File: src/sar_ctrl_cfg.svh
// Constants of the successive-approximation converter control block.
// Assumes a single 200 MHz system clock that oversamples the serial pins.
//
// Functional notes
// - Power-down is entered when a conversion finishes and whenever chip select is high.
// - Conversion finished with select low: analog section off, digital section stays active.
// - Digital section fully off only while chip select is high.
// - Comparator stays powered throughout a conversion, off only at power-down.
// - Each result bit appears on the serial output as soon as it is decided.
// - Raising chip select aborts any conversion at once and enters power-down.
// - Each serial clock cycle outputs the bit just decided and sets the trial for the next bit.
// - Select falling starts a conversion; first five serial clock periods sample the input.
// - After the fifth falling edge, drive a low bit, then 16 bits MSB first.
// - Serial output changes on each falling serial clock edge.
// - New conversion only after select goes high then low; extra clocks repeat the word LSB first, then do nothing.
`ifndef SAR_CTRL_CFG_SVH
`define SAR_CTRL_CFG_SVH

`define SAR_RESULT_BITS 16
`define SAR_BIT_IDX_BITS 4
`define SAR_SAMPLE_EDGES 3'h5
`define SAR_MSB_IDX 4'hf
`define SAR_LSB_IDX 4'h0
`define SAR_FIRST_REPEAT_IDX 4'h1
`define SAR_MSB_TRIAL 16'h8000
`define SAR_FIFO_DEPTH 4
`define SAR_SYNC_IDLE_HIGH 1'h1
`define SAR_SYNC_IDLE_LOW 1'h0

`endif

File: src/sar_ctrl_pkg.sv
// Types of the successive-approximation converter control block.
// Assumes sar_ctrl_cfg.svh is included before this package is compiled.
`include "sar_ctrl_cfg.svh"

package sar_ctrl_pkg;

  typedef enum logic [2:0] {
    ST_IDLE,
    ST_SAMPLE,
    ST_CONVERT,
    ST_REPEAT,
    ST_FINISHED
  } conv_state_e;

  typedef logic [`SAR_RESULT_BITS-1:0] result_t;
  typedef logic [`SAR_BIT_IDX_BITS-1:0] bit_idx_t;

  typedef struct packed {
    logic cs_meta;
    logic cs_sync;
    logic cs_prev;
    logic sclk_meta;
    logic sclk_sync;
    logic sclk_prev;
    logic comp_meta;
    logic comp_sync;
    conv_state_e fsm;
    logic [2:0] smp_cnt;
    bit_idx_t bidx;
    logic last;
    result_t sar;
    result_t dac;
    logic dout;
    logic oe;
    logic pend_v;
    result_t pend_data;
  } ctrl_s;

endpackage

File: src/sar_result_fifo.sv
// Small synchronous FIFO that buffers finished conversion words.
// Assumes writer and reader share one clock and a synchronous active-low reset.
`timescale 1ns/1ps

module sar_result_fifo #(
  parameter int WIDTH = 16,
  parameter int DEPTH = 4
) (
  input wire logic clk_i,
  input wire logic rst_b_i,
  input wire logic [WIDTH-1:0] in_data_i,
  input wire logic in_valid_i,
  output logic in_ready_o,
  output logic [WIDTH-1:0] out_data_o,
  output logic out_valid_o,
  input wire logic out_ready_i
);

  localparam int PW = (DEPTH > 1) ? $clog2(DEPTH) : 1;
  localparam int CW = $clog2(DEPTH + 1);

  // The storage sits in the state record, so one process owns every flop.
  typedef struct packed {
    logic [DEPTH-1:0][WIDTH-1:0] mem;
    logic [PW-1:0] wr_ptr;
    logic [PW-1:0] rd_ptr;
    logic [CW-1:0] count;
  } fifo_state_s;

  fifo_state_s st_r;
  fifo_state_s st_nxt;
  logic push;
  logic pop;

  assign in_ready_o = (st_r.count != CW'(DEPTH));
  assign out_valid_o = (st_r.count != '0);
  assign out_data_o = st_r.mem[st_r.rd_ptr];
  assign push = in_valid_i && in_ready_o;
  assign pop = out_valid_o && out_ready_i;

  always_comb begin
    st_nxt = st_r;
    if (push) begin
      st_nxt.mem[st_r.wr_ptr] = in_data_i;
      st_nxt.wr_ptr = (st_r.wr_ptr == PW'(DEPTH - 1)) ? '0 : st_r.wr_ptr + 1'b1;
    end
    if (pop) begin
      st_nxt.rd_ptr = (st_r.rd_ptr == PW'(DEPTH - 1)) ? '0 : st_r.rd_ptr + 1'b1;
    end
    if (push && !pop) begin
      st_nxt.count = st_r.count + 1'b1;
    end else if (pop && !push) begin
      st_nxt.count = st_r.count - 1'b1;
    end
  end

  always_ff @(posedge clk_i) begin
    if (!rst_b_i) begin
      st_r <= '0;
    end else begin
      st_r <= st_nxt;
    end
  end

endmodule // sar_result_fifo

File: src/sar_conv_ctrl.sv
// Control logic of a 16-bit successive-approximation converter serial port.
// Assumes the chip select, serial bit clock and comparator decision arrive
// asynchronously and are oversampled by the 200 MHz system clock.
`timescale 1ns/1ps
`include "sar_ctrl_cfg.svh"

module sar_conv_ctrl (
  input wire logic CLOCK_I,
  input wire logic RST_B_I,
  input wire logic CS_B_I,
  input wire logic SERIAL_BIT_CLOCK_I,
  input wire logic COMP_I,
  output logic DOUT_O,
  output logic DOUT_OE_O,
  output logic SAMPLE_O,
  output logic [`SAR_RESULT_BITS-1:0] DAC_CODE_O,
  output logic ANALOG_PWR_EN_O,
  output logic DIGITAL_PWR_EN_O,
  output logic POWER_DOWN_O,
  output logic [`SAR_RESULT_BITS-1:0] RESULT_DATA_O,
  output logic RESULT_VALID_O,
  input wire logic RESULT_READY_I
);

  sar_ctrl_pkg::ctrl_s st_r;
  sar_ctrl_pkg::ctrl_s st_nxt;
  logic fifo_in_ready;
  logic cs_high;
  logic cs_fall;
  logic sclk_fall;
  sar_ctrl_pkg::result_t sar_dec;

  // Chip select idles high and the other pins idle low, so the synchronisers
  // come out of reset showing the select released.
  localparam sar_ctrl_pkg::ctrl_s ST_RESET = '{
    cs_meta: `SAR_SYNC_IDLE_HIGH,
    cs_sync: `SAR_SYNC_IDLE_HIGH,
    cs_prev: `SAR_SYNC_IDLE_HIGH,
    sclk_meta: `SAR_SYNC_IDLE_LOW,
    sclk_sync: `SAR_SYNC_IDLE_LOW,
    sclk_prev: `SAR_SYNC_IDLE_LOW,
    comp_meta: `SAR_SYNC_IDLE_LOW,
    comp_sync: `SAR_SYNC_IDLE_LOW,
    fsm: sar_ctrl_pkg::ST_IDLE,
    smp_cnt: 3'h0,
    bidx: 4'h0,
    last: 1'h0,
    sar: 16'h0000,
    dac: 16'h0000,
    dout: 1'h0,
    oe: 1'h0,
    pend_v: 1'h0,
    pend_data: 16'h0000
  };

  // Edge detection reads only the second synchroniser stage and its copy.
  assign cs_high = st_r.cs_sync;
  assign cs_fall = st_r.cs_prev && !st_r.cs_sync;
  assign sclk_fall = st_r.sclk_prev && !st_r.sclk_sync;

  // Decided result word with the current comparator answer folded in.
  always_comb begin
    sar_dec = st_r.sar;
    sar_dec[st_r.bidx] = st_r.comp_sync;
  end

  always_comb begin
    st_nxt = st_r;

    st_nxt.cs_meta = CS_B_I;
    st_nxt.cs_sync = st_r.cs_meta;
    st_nxt.cs_prev = st_r.cs_sync;
    st_nxt.sclk_meta = SERIAL_BIT_CLOCK_I;
    st_nxt.sclk_sync = st_r.sclk_meta;
    st_nxt.sclk_prev = st_r.sclk_sync;
    st_nxt.comp_meta = COMP_I;
    st_nxt.comp_sync = st_r.comp_meta;

    // A finished word waits here until the FIFO takes it.
    if (st_r.pend_v && fifo_in_ready) begin
      st_nxt.pend_v = 1'b0;
    end

    if (cs_high) begin
      // Select high aborts whatever was running and releases the output.
      st_nxt.fsm = sar_ctrl_pkg::ST_IDLE;
      st_nxt.smp_cnt = 3'h0;
      st_nxt.bidx = `SAR_LSB_IDX;
      st_nxt.last = 1'b0;
      st_nxt.dac = '0;
      st_nxt.dout = 1'b0;
      st_nxt.oe = 1'b0;
    end else begin
      unique case (st_r.fsm)
        sar_ctrl_pkg::ST_IDLE: begin
          // Only a fresh falling select starts a frame; a select that was
          // already low when the block left reset counts as one, as the select synchronisers reset high.
          if (cs_fall) begin
            // A result still waiting for FIFO space blocks the start, so a
            // stalled reader never loses a word; the frame is then ignored.
            if (st_r.pend_v && !fifo_in_ready) begin
              st_nxt.fsm = sar_ctrl_pkg::ST_FINISHED;
            end else begin
              st_nxt.fsm = sar_ctrl_pkg::ST_SAMPLE;
              st_nxt.smp_cnt = 3'h0;
            end
          end
        end

        sar_ctrl_pkg::ST_SAMPLE: begin
          if (sclk_fall) begin
            if (st_r.smp_cnt == `SAR_SAMPLE_EDGES - 3'h1) begin
              // Fifth falling edge: sampling ends, the low lead bit goes out
              // and the MSB trial is put to the comparator.
              st_nxt.fsm = sar_ctrl_pkg::ST_CONVERT;
              st_nxt.oe = 1'b1;
              st_nxt.dout = 1'b0;
              st_nxt.bidx = `SAR_MSB_IDX;
              st_nxt.sar = '0;
              st_nxt.dac = `SAR_MSB_TRIAL;
            end else begin
              st_nxt.smp_cnt = st_r.smp_cnt + 3'h1;
            end
          end
        end

        sar_ctrl_pkg::ST_CONVERT: begin
          if (sclk_fall) begin
            // The bit just decided leaves at once while the next trial is set.
            st_nxt.sar = sar_dec;
            st_nxt.dout = st_r.comp_sync;
            if (st_r.bidx == `SAR_LSB_IDX) begin
              // Last decision: comparator off, word handed to the buffer.
              st_nxt.fsm = sar_ctrl_pkg::ST_REPEAT;
              st_nxt.dac = '0;
              st_nxt.bidx = `SAR_FIRST_REPEAT_IDX;
              st_nxt.last = 1'b0;
              st_nxt.pend_v = 1'b1;
              st_nxt.pend_data = sar_dec;
            end else begin
              st_nxt.bidx = st_r.bidx - 4'h1;
              st_nxt.dac = sar_dec | (`SAR_RESULT_BITS'(1) << (st_r.bidx - 4'h1));
            end
          end
        end

        sar_ctrl_pkg::ST_REPEAT: begin
          // The word is shifted out again LSB first, then the pin is released.
          if (sclk_fall) begin
            if (st_r.last) begin
              st_nxt.fsm = sar_ctrl_pkg::ST_FINISHED;
              st_nxt.oe = 1'b0;
              st_nxt.dout = 1'b0;
            end else begin
              st_nxt.dout = st_r.sar[st_r.bidx];
              st_nxt.last = (st_r.bidx == `SAR_MSB_IDX);
              st_nxt.bidx = st_r.bidx + 4'h1;
            end
          end
        end

        sar_ctrl_pkg::ST_FINISHED: begin
          // Further clocks with select low change nothing.
          st_nxt.fsm = sar_ctrl_pkg::ST_FINISHED;
        end

        default: begin
          st_nxt.fsm = sar_ctrl_pkg::ST_IDLE;
        end
      endcase
    end
  end

  always_ff @(posedge CLOCK_I) begin
    if (!RST_B_I) begin
      st_r <= ST_RESET;
    end else begin
      st_r <= st_nxt;
    end
  end

  // The analog section, comparator included, runs only while sampling or
  // converting; every other state is the power-down state.
  assign ANALOG_PWR_EN_O = (st_r.fsm == sar_ctrl_pkg::ST_SAMPLE) ||
                           (st_r.fsm == sar_ctrl_pkg::ST_CONVERT);
  assign POWER_DOWN_O = !ANALOG_PWR_EN_O;
  // Digital logic keeps drawing power while select is low, even when idle,
  // which is why hosts should raise select between frames.
  assign DIGITAL_PWR_EN_O = !cs_high;
  assign SAMPLE_O = (st_r.fsm == sar_ctrl_pkg::ST_SAMPLE);
  assign DAC_CODE_O = st_r.dac;
  assign DOUT_O = st_r.dout;
  assign DOUT_OE_O = st_r.oe;

  sar_result_fifo #(
    .WIDTH(`SAR_RESULT_BITS),
    .DEPTH(`SAR_FIFO_DEPTH)
  ) u_result_fifo (
    .clk_i(CLOCK_I),
    .rst_b_i(RST_B_I),
    .in_data_i(st_r.pend_data),
    .in_valid_i(st_r.pend_v),
    .in_ready_o(fifo_in_ready),
    .out_data_o(RESULT_DATA_O),
    .out_valid_o(RESULT_VALID_O),
    .out_ready_i(RESULT_READY_I)
  );

endmodule // sar_conv_ctrl

File: config.mk
export PLATFORM = sky130hd
export DESIGN_NAME = sar_conv_ctrl
export DESIGN_NICKNAME = d
export VERILOG_FILES = /design/src/sar_ctrl_pkg.sv /design/src/sar_result_fifo.sv /design/src/sar_conv_ctrl.sv
export VERILOG_INCLUDE_DIRS = /design/src /design/src/src
export SDC_FILE = /design/constraint.sdc
export NUM_CORES = 1
export LEC_CHECK = 0
export BUFFER_PORTS_ARGS = -buffer_cell sky130_fd_sc_hd__buf_4
export CAP_MARGIN = 0
export CORE_ASPECT_RATIO = 0.7
export CORE_MARGIN = 3
export CORE_UTILIZATION = 50
export CTS_BUF_LIST = sky130_fd_sc_hd__clkbuf_8
export CTS_CLUSTER_DIAMETER = 30
export DETAILED_ROUTE_END_ITERATION = 12
export GPL_TIMING_DRIVEN = 1
export PLACE_DENSITY_LB_ADDON = 0.2
export SYNTH_ARGS = -nofsm -noshare
export SYNTH_HDL_FRONTEND = slang
export SYNTH_SLANG_ARGS = --single-unit
export TNS_END_PERCENT = 10
File: constraint.sdc
create_clock -name CLOCK_I -period 2.72 [get_ports CLOCK_I]
set_clock_uncertainty 0.15 [all_clocks]
set_input_delay 0.544 -clock CLOCK_I [delete_from_list [all_inputs] [get_ports CLOCK_I]]
set_output_delay 0.544 -clock CLOCK_I [all_outputs]
set_load 0.05 [all_outputs]
# Word level (Yosys, flattened, before mapping)
# Index checks and enable logic that the tools add are counted.
totals:
  ff_bits: 141
  wordCells: 143
  out_inout_bits: 39
classes:
  eq_ne: 19
  n_lt_le_gt_ge: 5
  shifts: 1
  n_reduce_logical: 35
  addsub: 7
  bitwise_logic: 3
  mux: 48
op_table:
  columns: ["cell", "n"]
  rows:
  - ["17-bit 2-to-1 mux", 4]
  - ["34-bit 2-to-1 mux", 2]
  - ["64-bit bitwise mux", 1]
  - ["32-bit one-hot mux with 2 select lines", 1]
  - ["16-bit 2-to-1 mux", 3]
  - ["38-bit 2-to-1 mux", 1]
  - ["16-bit binary-select mux with 2-bit select", 1]
  - ["16-bit demux with 2-bit select", 1]
  - ["3-bit 2-to-1 mux", 10]
  - ["5-bit AND reduction", 4]
  - ["16-bit bitwise mux", 1]
  - ["2-bit != test, second input constant", 8]
  - ["16-bit OR", 1]
  - ["1-bit by 4-bit left shift with 16-bit output, first input constant", 1]
  - ["3-bit one-hot mux with 5 select lines", 1]
  - ["4-bit one-hot mux with 3 select lines", 1]
  - ["4-bit AND reduction", 3]
  - ["10-bit 2-to-1 mux", 1]
  - ["5-bit 2-to-1 mux", 2]
  - ["2-bit nonzero test", 5]
  - ["1-bit logical AND", 9]
  - ["4-bit 2-to-1 mux", 2]
  - ["7-bit AND reduction", 1]
  - ["3-bit by 1-bit adder with 3-bit output, second input constant", 2]
  - ["31 further kinds", 52]

# Depth between registers and ports, before layout
# Gate-level depths: netlist of the first run.
depth:
  word_depth: 9
  depth_mapped: 9

# Hierarchy
# A second synthesis of the first run with hierarchy kept.
unflattened:
  cells_unflattened: 736
  hier_area_um2: 6930.4
by_module_without_submodules:
  columns: ["module", "n_inst", "area_per_inst_um2", "cells_each", "seq_area_each_um2"]
  rows:
  - ["sar_conv_ctrl", 1, 3753.6, 442, 1401.3]
  - ["sar_result_fifo", 1, 3176.8, 294, 1421.4]

# Worst setup path before layout of the first run
# Ideal clock, no wire load.
synth_path:
  kind: "reg-to-output"
  from: "register st_r[59] (netlist bit)"
  to: "output port POWER_DOWN_O"
  t_arrival_ps: 2141
  path_slack_ps: -115
  path_buffers: 2
  stages_incl_launch_ff: 6
  cell_sequence: "dfxtp_1 > buf_6 > clkbuf_1 > nand2_1 > a21oi_1 > inv_1"
synth_via:
  elab_chain_cells: 3
  elab_cells_between_ends: 4
  cone_classes: "eq/ne (2); reduce/logical (2)"
synth_rtl:
  columns: ["element", "line", "text"]
  rows:
  - ["start, declared", "sar_conv_ctrl.sv:25", "sar_ctrl_pkg::ctrl_s st_r;"]
  - ["start signal, assigned", "sar_conv_ctrl.sv:178", "st_r <= st_nxt;"]
  - ["3-bit by 1-bit == test with 1-bit output or 3-bit by 2-bit == test with 1-bit output (tied branches)", "sar_conv_ctrl.sv:184, sar_conv_ctrl.sv:185", null]
  - ["1-bit logical OR (*)", "sar_conv_ctrl.sv:184", "assign ANALOG_PWR_EN_O = (st_r.fsm == sar_ctrl_pkg::ST_SAMPLE) ||"]
  - ["named net ANALOG_PWR_EN_O", "sar_conv_ctrl.sv:17", "output logic ANALOG_PWR_EN_O,"]
  - ["1-bit logical NOT (*)", "sar_conv_ctrl.sv:186", "assign POWER_DOWN_O = !ANALOG_PWR_EN_O;"]
  - ["end, declared", "sar_conv_ctrl.sv:19", "output logic POWER_DOWN_O,"]
# The timed path passes the listed nets; every way through them passes the cells marked *.

# Worst setup path in the final report of the first run
layout_path:
  from: "register u_result_fifo.st_r[3] (netlist bit)"
  to: "output port RESULT_DATA_O[6]"
layout_via:
  elab_chain_cells: 2
layout_rtl:
  columns: ["element", "line", "text"]
  rows:
  - ["start, declared", "sar_result_fifo.sv:30", "fifo_state_s st_r;"]
  - ["start signal, assigned", "sar_result_fifo.sv:61", "st_r <= st_nxt;"]
  - ["16-bit binary-select mux with 2-bit select", "sar_result_fifo.sv:37", "assign out_data_o = st_r.mem[st_r.rd_ptr];"]
  - ["16-bit 2-to-1 mux (implied by the code)", "sar_result_fifo.sv:37", null]
  - ["end, declared", "sar_conv_ctrl.sv:20", "output logic [`SAR_RESULT_BITS-1:0] RESULT_DATA_O,"]
# Every way passes these cells. The select of a mux whose other input is x is not followed.

==> impl_metrics.env, run 1 <==
export IMPL_grt_max_degree=112
export IMPL_layout_filler_cells=1219
export IMPL_finalWirelength_mm=15.5
export IMPL_synth_fp_nets=783
export IMPL_post_route_period_util_pct=93.4
export IMPL_first_global_vias=5215
export IMPL_max_slew_margin_rel_pct=18.6
export IMPL_vdd_drop_max_v=0.000285
export IMPL_dr_total_vias=5328
export IMPL_port_buffer_count=44
export IMPL_synth_top_area_cell="dfxtp_1"
export IMPL_route_antenna_remaining_nets=0
export IMPL_cell_area_after_layout_um2=7550
export IMPL_detailed_place_hpwl_mm=10.5
export IMPL_dieArea_um2=15100
export IMPL_pre_cts_ws_ps=239
export IMPL_core_area_um2=13300
export IMPL_layout_area_seq_um2=2820
export IMPL_critical_path_arrival_ps=1850
export IMPL_max_cap_violations=0
export IMPL_top_level_i_o_count=45
export IMPL_clock_sink_count=141
export IMPL_chipWidth_um=146
export IMPL_setup_viol=0
export IMPL_final_max_slew_viol_count=0
export IMPL_synth_edf_count=0
export IMPL_synth_top_cells_by_area="dfxtp_1 (41%), nand2_1 (10%), a21boi_0 (8.5%)"
export IMPL_layout_cells_most_common="nand2_1"
export IMPL_clockBufferDepth=2
export IMPL_post_route_cells_drive_above_1_share_pct=15.6
export IMPL_first_iter_violations=433
export IMPL_cts_max_level=4
export IMPL_cts_hold_fix_buffers=0
export IMPL_area_growth_synth_to_final_pct=10.5
export IMPL_post_synth_inst_count=760
export IMPL_clkTransAtPathRegs_ps=70
export IMPL_die_height_um=104
export IMPL_detailedRoute_firstPassIterationCount=5
export IMPL_timing_critical_path_to_type="output pin"
export IMPL_placement_cell_area_um2=7150
export IMPL_global_route_wire_length_before_repair_mm=26.0
export IMPL_share_clk_of_total_power_pct=42.6
export IMPL_min_delay_path_class="input pin to flip-flop"
export IMPL_avgViaCountPerCell=5.51
export IMPL_routedWlPerCell_um=16.1
export IMPL_cts_repair_resize_count=0
export IMPL_synth_seq_cells=141
export IMPL_worst_skew_pair_late_latency_ps=440
export IMPL_reg2reg_depth=8
export IMPL_timing_critical_path_fanout_max=16
export IMPL_netSwitchingFraction_pct=23.1
export IMPL_syn_mean_instance_area_um2=8.99
export IMPL_antenna_cells=0
export IMPL_synth_ff_type="dfxtp_1"
export IMPL_cp_start_kind="flip-flop"
export IMPL_ys_types=60
export IMPL_register_area_share_after_synthesis_pct=41.3
export IMPL_seq_power_share_pct=52.2
export IMPL_finish_net_count=793
export IMPL_finalWorstPathRequiredPeriod_ps=2540
export IMPL_most_common_layout_cells="nand2_1 (183), dfxtp_1 (141), a21boi_0 (77)"
export IMPL_timing_hold_worst_path_depth=2
export IMPL_number_of_buffers_inserted_by_post_cts_setup_repair=0
export IMPL_net_switching_power_w=0.000929
export IMPL_post_route_drc_count=0
export IMPL_setup_ws_final_ps=180
export IMPL_rd_place_congestion=0.858
export IMPL_critical_path_class="flip-flop to output pin"
export IMPL_multi_input_area_um2=3580
export IMPL_antenna_found_initial=0
export IMPL_grt_overflow_total=0
export IMPL_grt_setup_unrepaired="false"
export IMPL_fmax_mhz=394
export IMPL_combinational_share_of_power_pct=5.2
export IMPL_netlist_area_um2=6830
export IMPL_synth_warning_count=0
export IMPL_leakage_power_nw=2.86
export IMPL_final_setup_tns_ps=0
export IMPL_power_per_cell_area_nw_per_um2=532
export IMPL_synth_top_area_share_pct=41.3
export IMPL_internal_power_w=0.00309
export IMPL_placement_rows=35
export IMPL_tritoncts="done"
export IMPL_worstMarginPinSlew_ps=1220
export IMPL_timing_final_hold_violations=0
export IMPL_run_status="complete, no violations"
export IMPL_async_flop_share_pct=0
export IMPL_req_time_crit_path_ps=2030
export IMPL_grt_usage_pct=20.9
export IMPL_cts_buffers=17
export IMPL_floorplan_initialDensity_pct=51.5
export IMPL_cts_root_buffer="clkbuf_8"
cell families (layout without fill, tap and decap cells):
logic type,after synthesis,in the layout,synth area share (%)
mux,43,43,9.98
compound gates,169,169,18.0
simple gates,303,303,20.5
buf+inv,82,104,6.37
fa+ha+maj,17,17,3.22
xor+xnor,5,5,0.641
flops,141,141,41.3
through the flow:
stage	util, %	total power (W)	instances	hold WS [ps]
after global placement	53.9	0.00235	936	242
after floorplan	-	0.00230	760	236
after CTS	56.9	0.00407	967	112
after global routing	56.9	0.00418	967	118
final	56.9	0.00402	967	139
after detailed placement	53.9	0.00236	936	245
cells in the mapped netlist (5+ instances only):
cell and n:
buf_4 19, buf_2 11, a21oi_1 25, mux2i_1 22, mux4_2 20, clkbuf_1 29
and2_1 10, nor2_1 33, o21ai_0 19, ha_1 16, nor3_1 8, dfxtp_1 141
nand3_1 8, a21boi_0 77, inv_1 14, o211a_1 15, nor2b_1 23, buf_6 5
nand2b_1 9, nand3b_1 9, nand2_1 183
final timing paths:
check                                                   startpoint                            endpoint  slack, ps
worst min-delay path                                        CS_B_I               st_nxt[68]$_SDFF_PN1_        140
worst max-delay path            u_result_fifo.st_r[3]$_SDFFE_PN0P_                    RESULT_DATA_O[6]        180
worst max register to register  u_result_fifo.st_r[0]$_SDFFE_PN0P_  u_result_fifo.st_r[2]$_SDFFE_PN0P_        220
worst min register to register               st_nxt[68]$_SDFF_PN1_                  cs_high$_SDFF_PN1_        260
worst max-delay path, stage by stage, from the launching register on:
cell     delay [ps]
dfxtp_1         430
buf_12          220
mux4_2          540
buf_4           210
sequential cells by signal (all words and copies together) (netlist names):
signal / cells
u_result_fifo.st_r: 71
st_r: 47
DAC_CODE_O: 16
st_nxt: 4
DOUT_O: 1
DOUT_OE_O: 1
cs_high: 1
layout make-up:
| type | count | share of cell area [%] |
|---|---|---|
| clock buffers | 18 | 3.28 |
| clock inverters | 13 | 2.00 |
| inverters | 14 | 0.696 |
| multi-input cells | 537 | 47.4 |
| flip-flops and latches | 141 | 37.4 |
| well taps | 185 | 3.06 |
| repair buffers | 59 | 6.20 |
power groups by stage:
stage	logic (W)	clock network (W)	registers, W
global route	0.000230	0.00185	0.00210
global placement	0.000206	0	0.00214
detailed placement	0.000213	0	0.00214
floorplan	0.000162	0	0.00214
finish	0.000211	0.00171	0.00210
CTS	0.000214	0.00176	0.00210
layer usage:
metal / part of all wire, % / up-vias / wire, um / GRT usage, %
li1: - / 2605 / - / -
met1: 47 / 2574 / 7370 / 29.1
met2: 46 / 137 / 7220 / 32.8
met3: 5.1 / 12 / 799 / 4.77
met4: 0.91 / 0 / 141 / 5.42
met5: 0 / - / 0 / 0
Power figures use the tool's default switching activity.
==> inputs of run 2 (changes only) <==
--- a/config.mk
+++ b/config.mk
@@ -16,6 +16,7 @@
 export DETAILED_ROUTE_END_ITERATION = 12
 export GPL_TIMING_DRIVEN = 1
 export PLACE_DENSITY_LB_ADDON = 0.2
+export REMOVE_ABC_BUFFERS = 1
 export SYNTH_ARGS = -nofsm -noshare
 export SYNTH_HDL_FRONTEND = slang
 export SYNTH_SLANG_ARGS = --single-unit
==> run 2 against run 1 <==
Net effect:
- count of clock-buffer cells in the layout up 2
- cell count up 0.41%
- combinational power about the same
- largest cell class unchanged
- largest power group unchanged
==> impl_metrics.env, run 2 (synthesis gave the netlist of run 1 again) <==
export IMPL_stage_delay_of_the_slowest_cell_on_the_critical_path_ps=550
export IMPL_first_global_vias=5383
export IMPL_route_antenna_remaining_nets=0
export IMPL_dieArea_um2=15100
export IMPL_grt_max_degree=62
export IMPL_worstMarginPinSlew_ps=1100
export IMPL_fmax_mhz=384
export IMPL_timing_hold_worst_path_depth=2
export IMPL_r2r_end="u_result_fifo.st_r[2]$_SDFFE_PN0P_"
export IMPL_tritoncts="done"
export IMPL_detailed_place_hpwl_mm=10.9
export IMPL_clkTransAtPathRegs_ps=70
export IMPL_cpMaxStageDelayCell="mux4_2"
export IMPL_first_iter_violations=434
export IMPL_antenna_cells=0
export IMPL_grt_overflow_total=0
export IMPL_worst_skew_pair_late_latency_ps=440
export IMPL_detail_route_wirelength_met1_mm=7.42
export IMPL_floorplan_initialDensity_pct=51.5
export IMPL_reg2reg_depth=8
export IMPL_path_buf_inv=2
export IMPL_cpLargestDelayFamily="multiplexers"
export IMPL_clockBufferDepth=2
export IMPL_setup_viol=0
export IMPL_cts_buffers=17
export IMPL_critical_path_arrival_ps=1910
export IMPL_antenna_found_initial=1
export IMPL_avgViaCountPerCell=5.56
export IMPL_finalWorstPathRequiredPeriod_ps=2610
export IMPL_placement_rows=35
export IMPL_cts_root_buffer="clkbuf_8"
export IMPL_dr_max_layer_used="met5"
export IMPL_cts_max_level=4
export IMPL_cts_repair_resize_count=0
export IMPL_finalWirelength_mm=15.8
export IMPL_post_route_period_util_pct=95.8
export IMPL_layout_filler_cells=1194
export IMPL_post_route_cells_drive_above_1_share_pct=16.0
export IMPL_rd_place_congestion=0.903
export IMPL_port_buffer_count=44
export IMPL_core_area_um2=13300
export IMPL_grt_setup_unrepaired="false"
export IMPL_grt_usage_pct=21.7
export IMPL_global_route_wire_length_before_repair_mm=26.8
export IMPL_finish_net_count=797
export IMPL_number_of_buffers_inserted_by_post_cts_setup_repair=0
export IMPL_wl_met2_mm=7.21
export IMPL_timing_critical_path_fanout_max=15
export IMPL_final_max_slew_viol_count=0
export IMPL_clock_sink_count=141
export IMPL_cell_area_after_layout_um2=7600
export IMPL_cp_start_kind="flip-flop"
export IMPL_critical_path_class="flip-flop to output pin"
export IMPL_cts_hold_fix_buffers=0
export IMPL_timing_critical_path_to_type="output pin"
export IMPL_crit_chain="buf_12, mux4_2, buf_4"
export IMPL_area_growth_synth_to_final_pct=11.2
export IMPL_placement_cell_area_um2=7180
export IMPL_timing_final_hold_violations=0
export IMPL_post_route_drc_count=0
export IMPL_max_slew_margin_rel_pct=26.5
export IMPL_met3_length_um=946
export IMPL_routedWlPerCell_um=16.3
export IMPL_r2r_start="u_result_fifo.st_r[0]$_SDFFE_PN0P_"
export IMPL_detailedRoute_firstPassIterationCount=5
export IMPL_top_register="u_result_fifo.st_r"
export IMPL_power_per_cell_area_nw_per_um2=536
export IMPL_most_common_layout_cells="nand2_1 (183), dfxtp_1 (141), a21boi_0 (77)"
export IMPL_reg2reg_setup_slack_ps=250
export IMPL_final_setup_tns_ps=0
export IMPL_whs_endpoint="st_nxt[68]$_SDFF_PN1_"
export IMPL_leakage_power_nw=2.88
export IMPL_vdd_drop_max_v=0.000415
export IMPL_max_ffs_per_register=71
export IMPL_die_height_um=104
export IMPL_chipWidth_um=146
export IMPL_top_level_i_o_count=45
export IMPL_max_cap_violations=0
export IMPL_min_delay_path_class="input pin to flip-flop"
export IMPL_run_status="complete, no violations"
export IMPL_req_time_crit_path_ps=2030
export IMPL_dr_total_vias=5398
export IMPL_hp_start="CS_B_I"
export IMPL_layout_cells_most_common="nand2_1"
-- run 2: how the worst max path moves through the flow --
stage                                             startpoint                                 end  slack (ps)  cells past startpoint
after floorplan                        st_r[59]$_SDFFE_PP0P_                        POWER_DOWN_O         -30                      3
after global placement    u_result_fifo.st_r[0]$_SDFFE_PN0P_  u_result_fifo.st_r[2]$_SDFFE_PN0P_         400                      8
after detailed placement  u_result_fifo.st_r[0]$_SDFFE_PN0P_  u_result_fifo.st_r[2]$_SDFFE_PN0P_         280                      8
after CTS                 u_result_fifo.st_r[3]$_SDFFE_PN0P_                    RESULT_DATA_O[6]          80                      3
after global routing      u_result_fifo.st_r[3]$_SDFFE_PN0P_                    RESULT_DATA_O[6]         0.2                      3
final                     u_result_fifo.st_r[3]$_SDFFE_PN0P_                   RESULT_DATA_O[13]         110                      3
-- run 2: layout make-up --
class,count,area [um^2],share of cell area [%]
well taps,185,231,3.05
flip-flops and latches,141,2820,37.2
repair buffers,63,498,6.55
clock buffers,20,275,3.62
multi-input cells,537,3580,47.1
inverters,14,52.6,0.692
clock inverters,11,141,1.86
-- run 2: metrics by stage --
stage               std cells  utilization, %  power, W  setup slack (ps)  hold WS (ps)
floorplan                 692               -   0.00228             -34.4           236
CTS                       971            57.3   0.00411              84.1           117
global route              971            57.3   0.00424             0.202           110
detailed placement        940            54.1   0.00236               279           250
finish                    971            57.3   0.00407               115           137
global placement          940            54.1   0.00235               401           242
-- run 2: worst reg2reg max path, delay by kind of cell (launching register included) --
family	cells	cell delay, ps
AND/OR/NAND/NOR	3	910
adder cells (fa/ha/maj)	2	570
flip-flops	1	370
AO/OA/AOI/OAI	1	180
XOR/XNOR	1	160
buffers and inverters	1	60
-- run 2: routing by layer --
layer / global-route usage (%) / vias to the layer above
met1: 30.2 / 2617
met5: 0 / -
met3: 4.81 / 18
li1: - / 2614
met4: 7.11 / 2
met2: 33.7 / 147
-- run 2: report_power, final --
group	internal (W)	leakage [nW]	switching, W
Clock	0.000971	0.212	0.000788
Combinational	0.0000954	1.54	0.000118
Sequential	0.00208	1.14	0.0000200
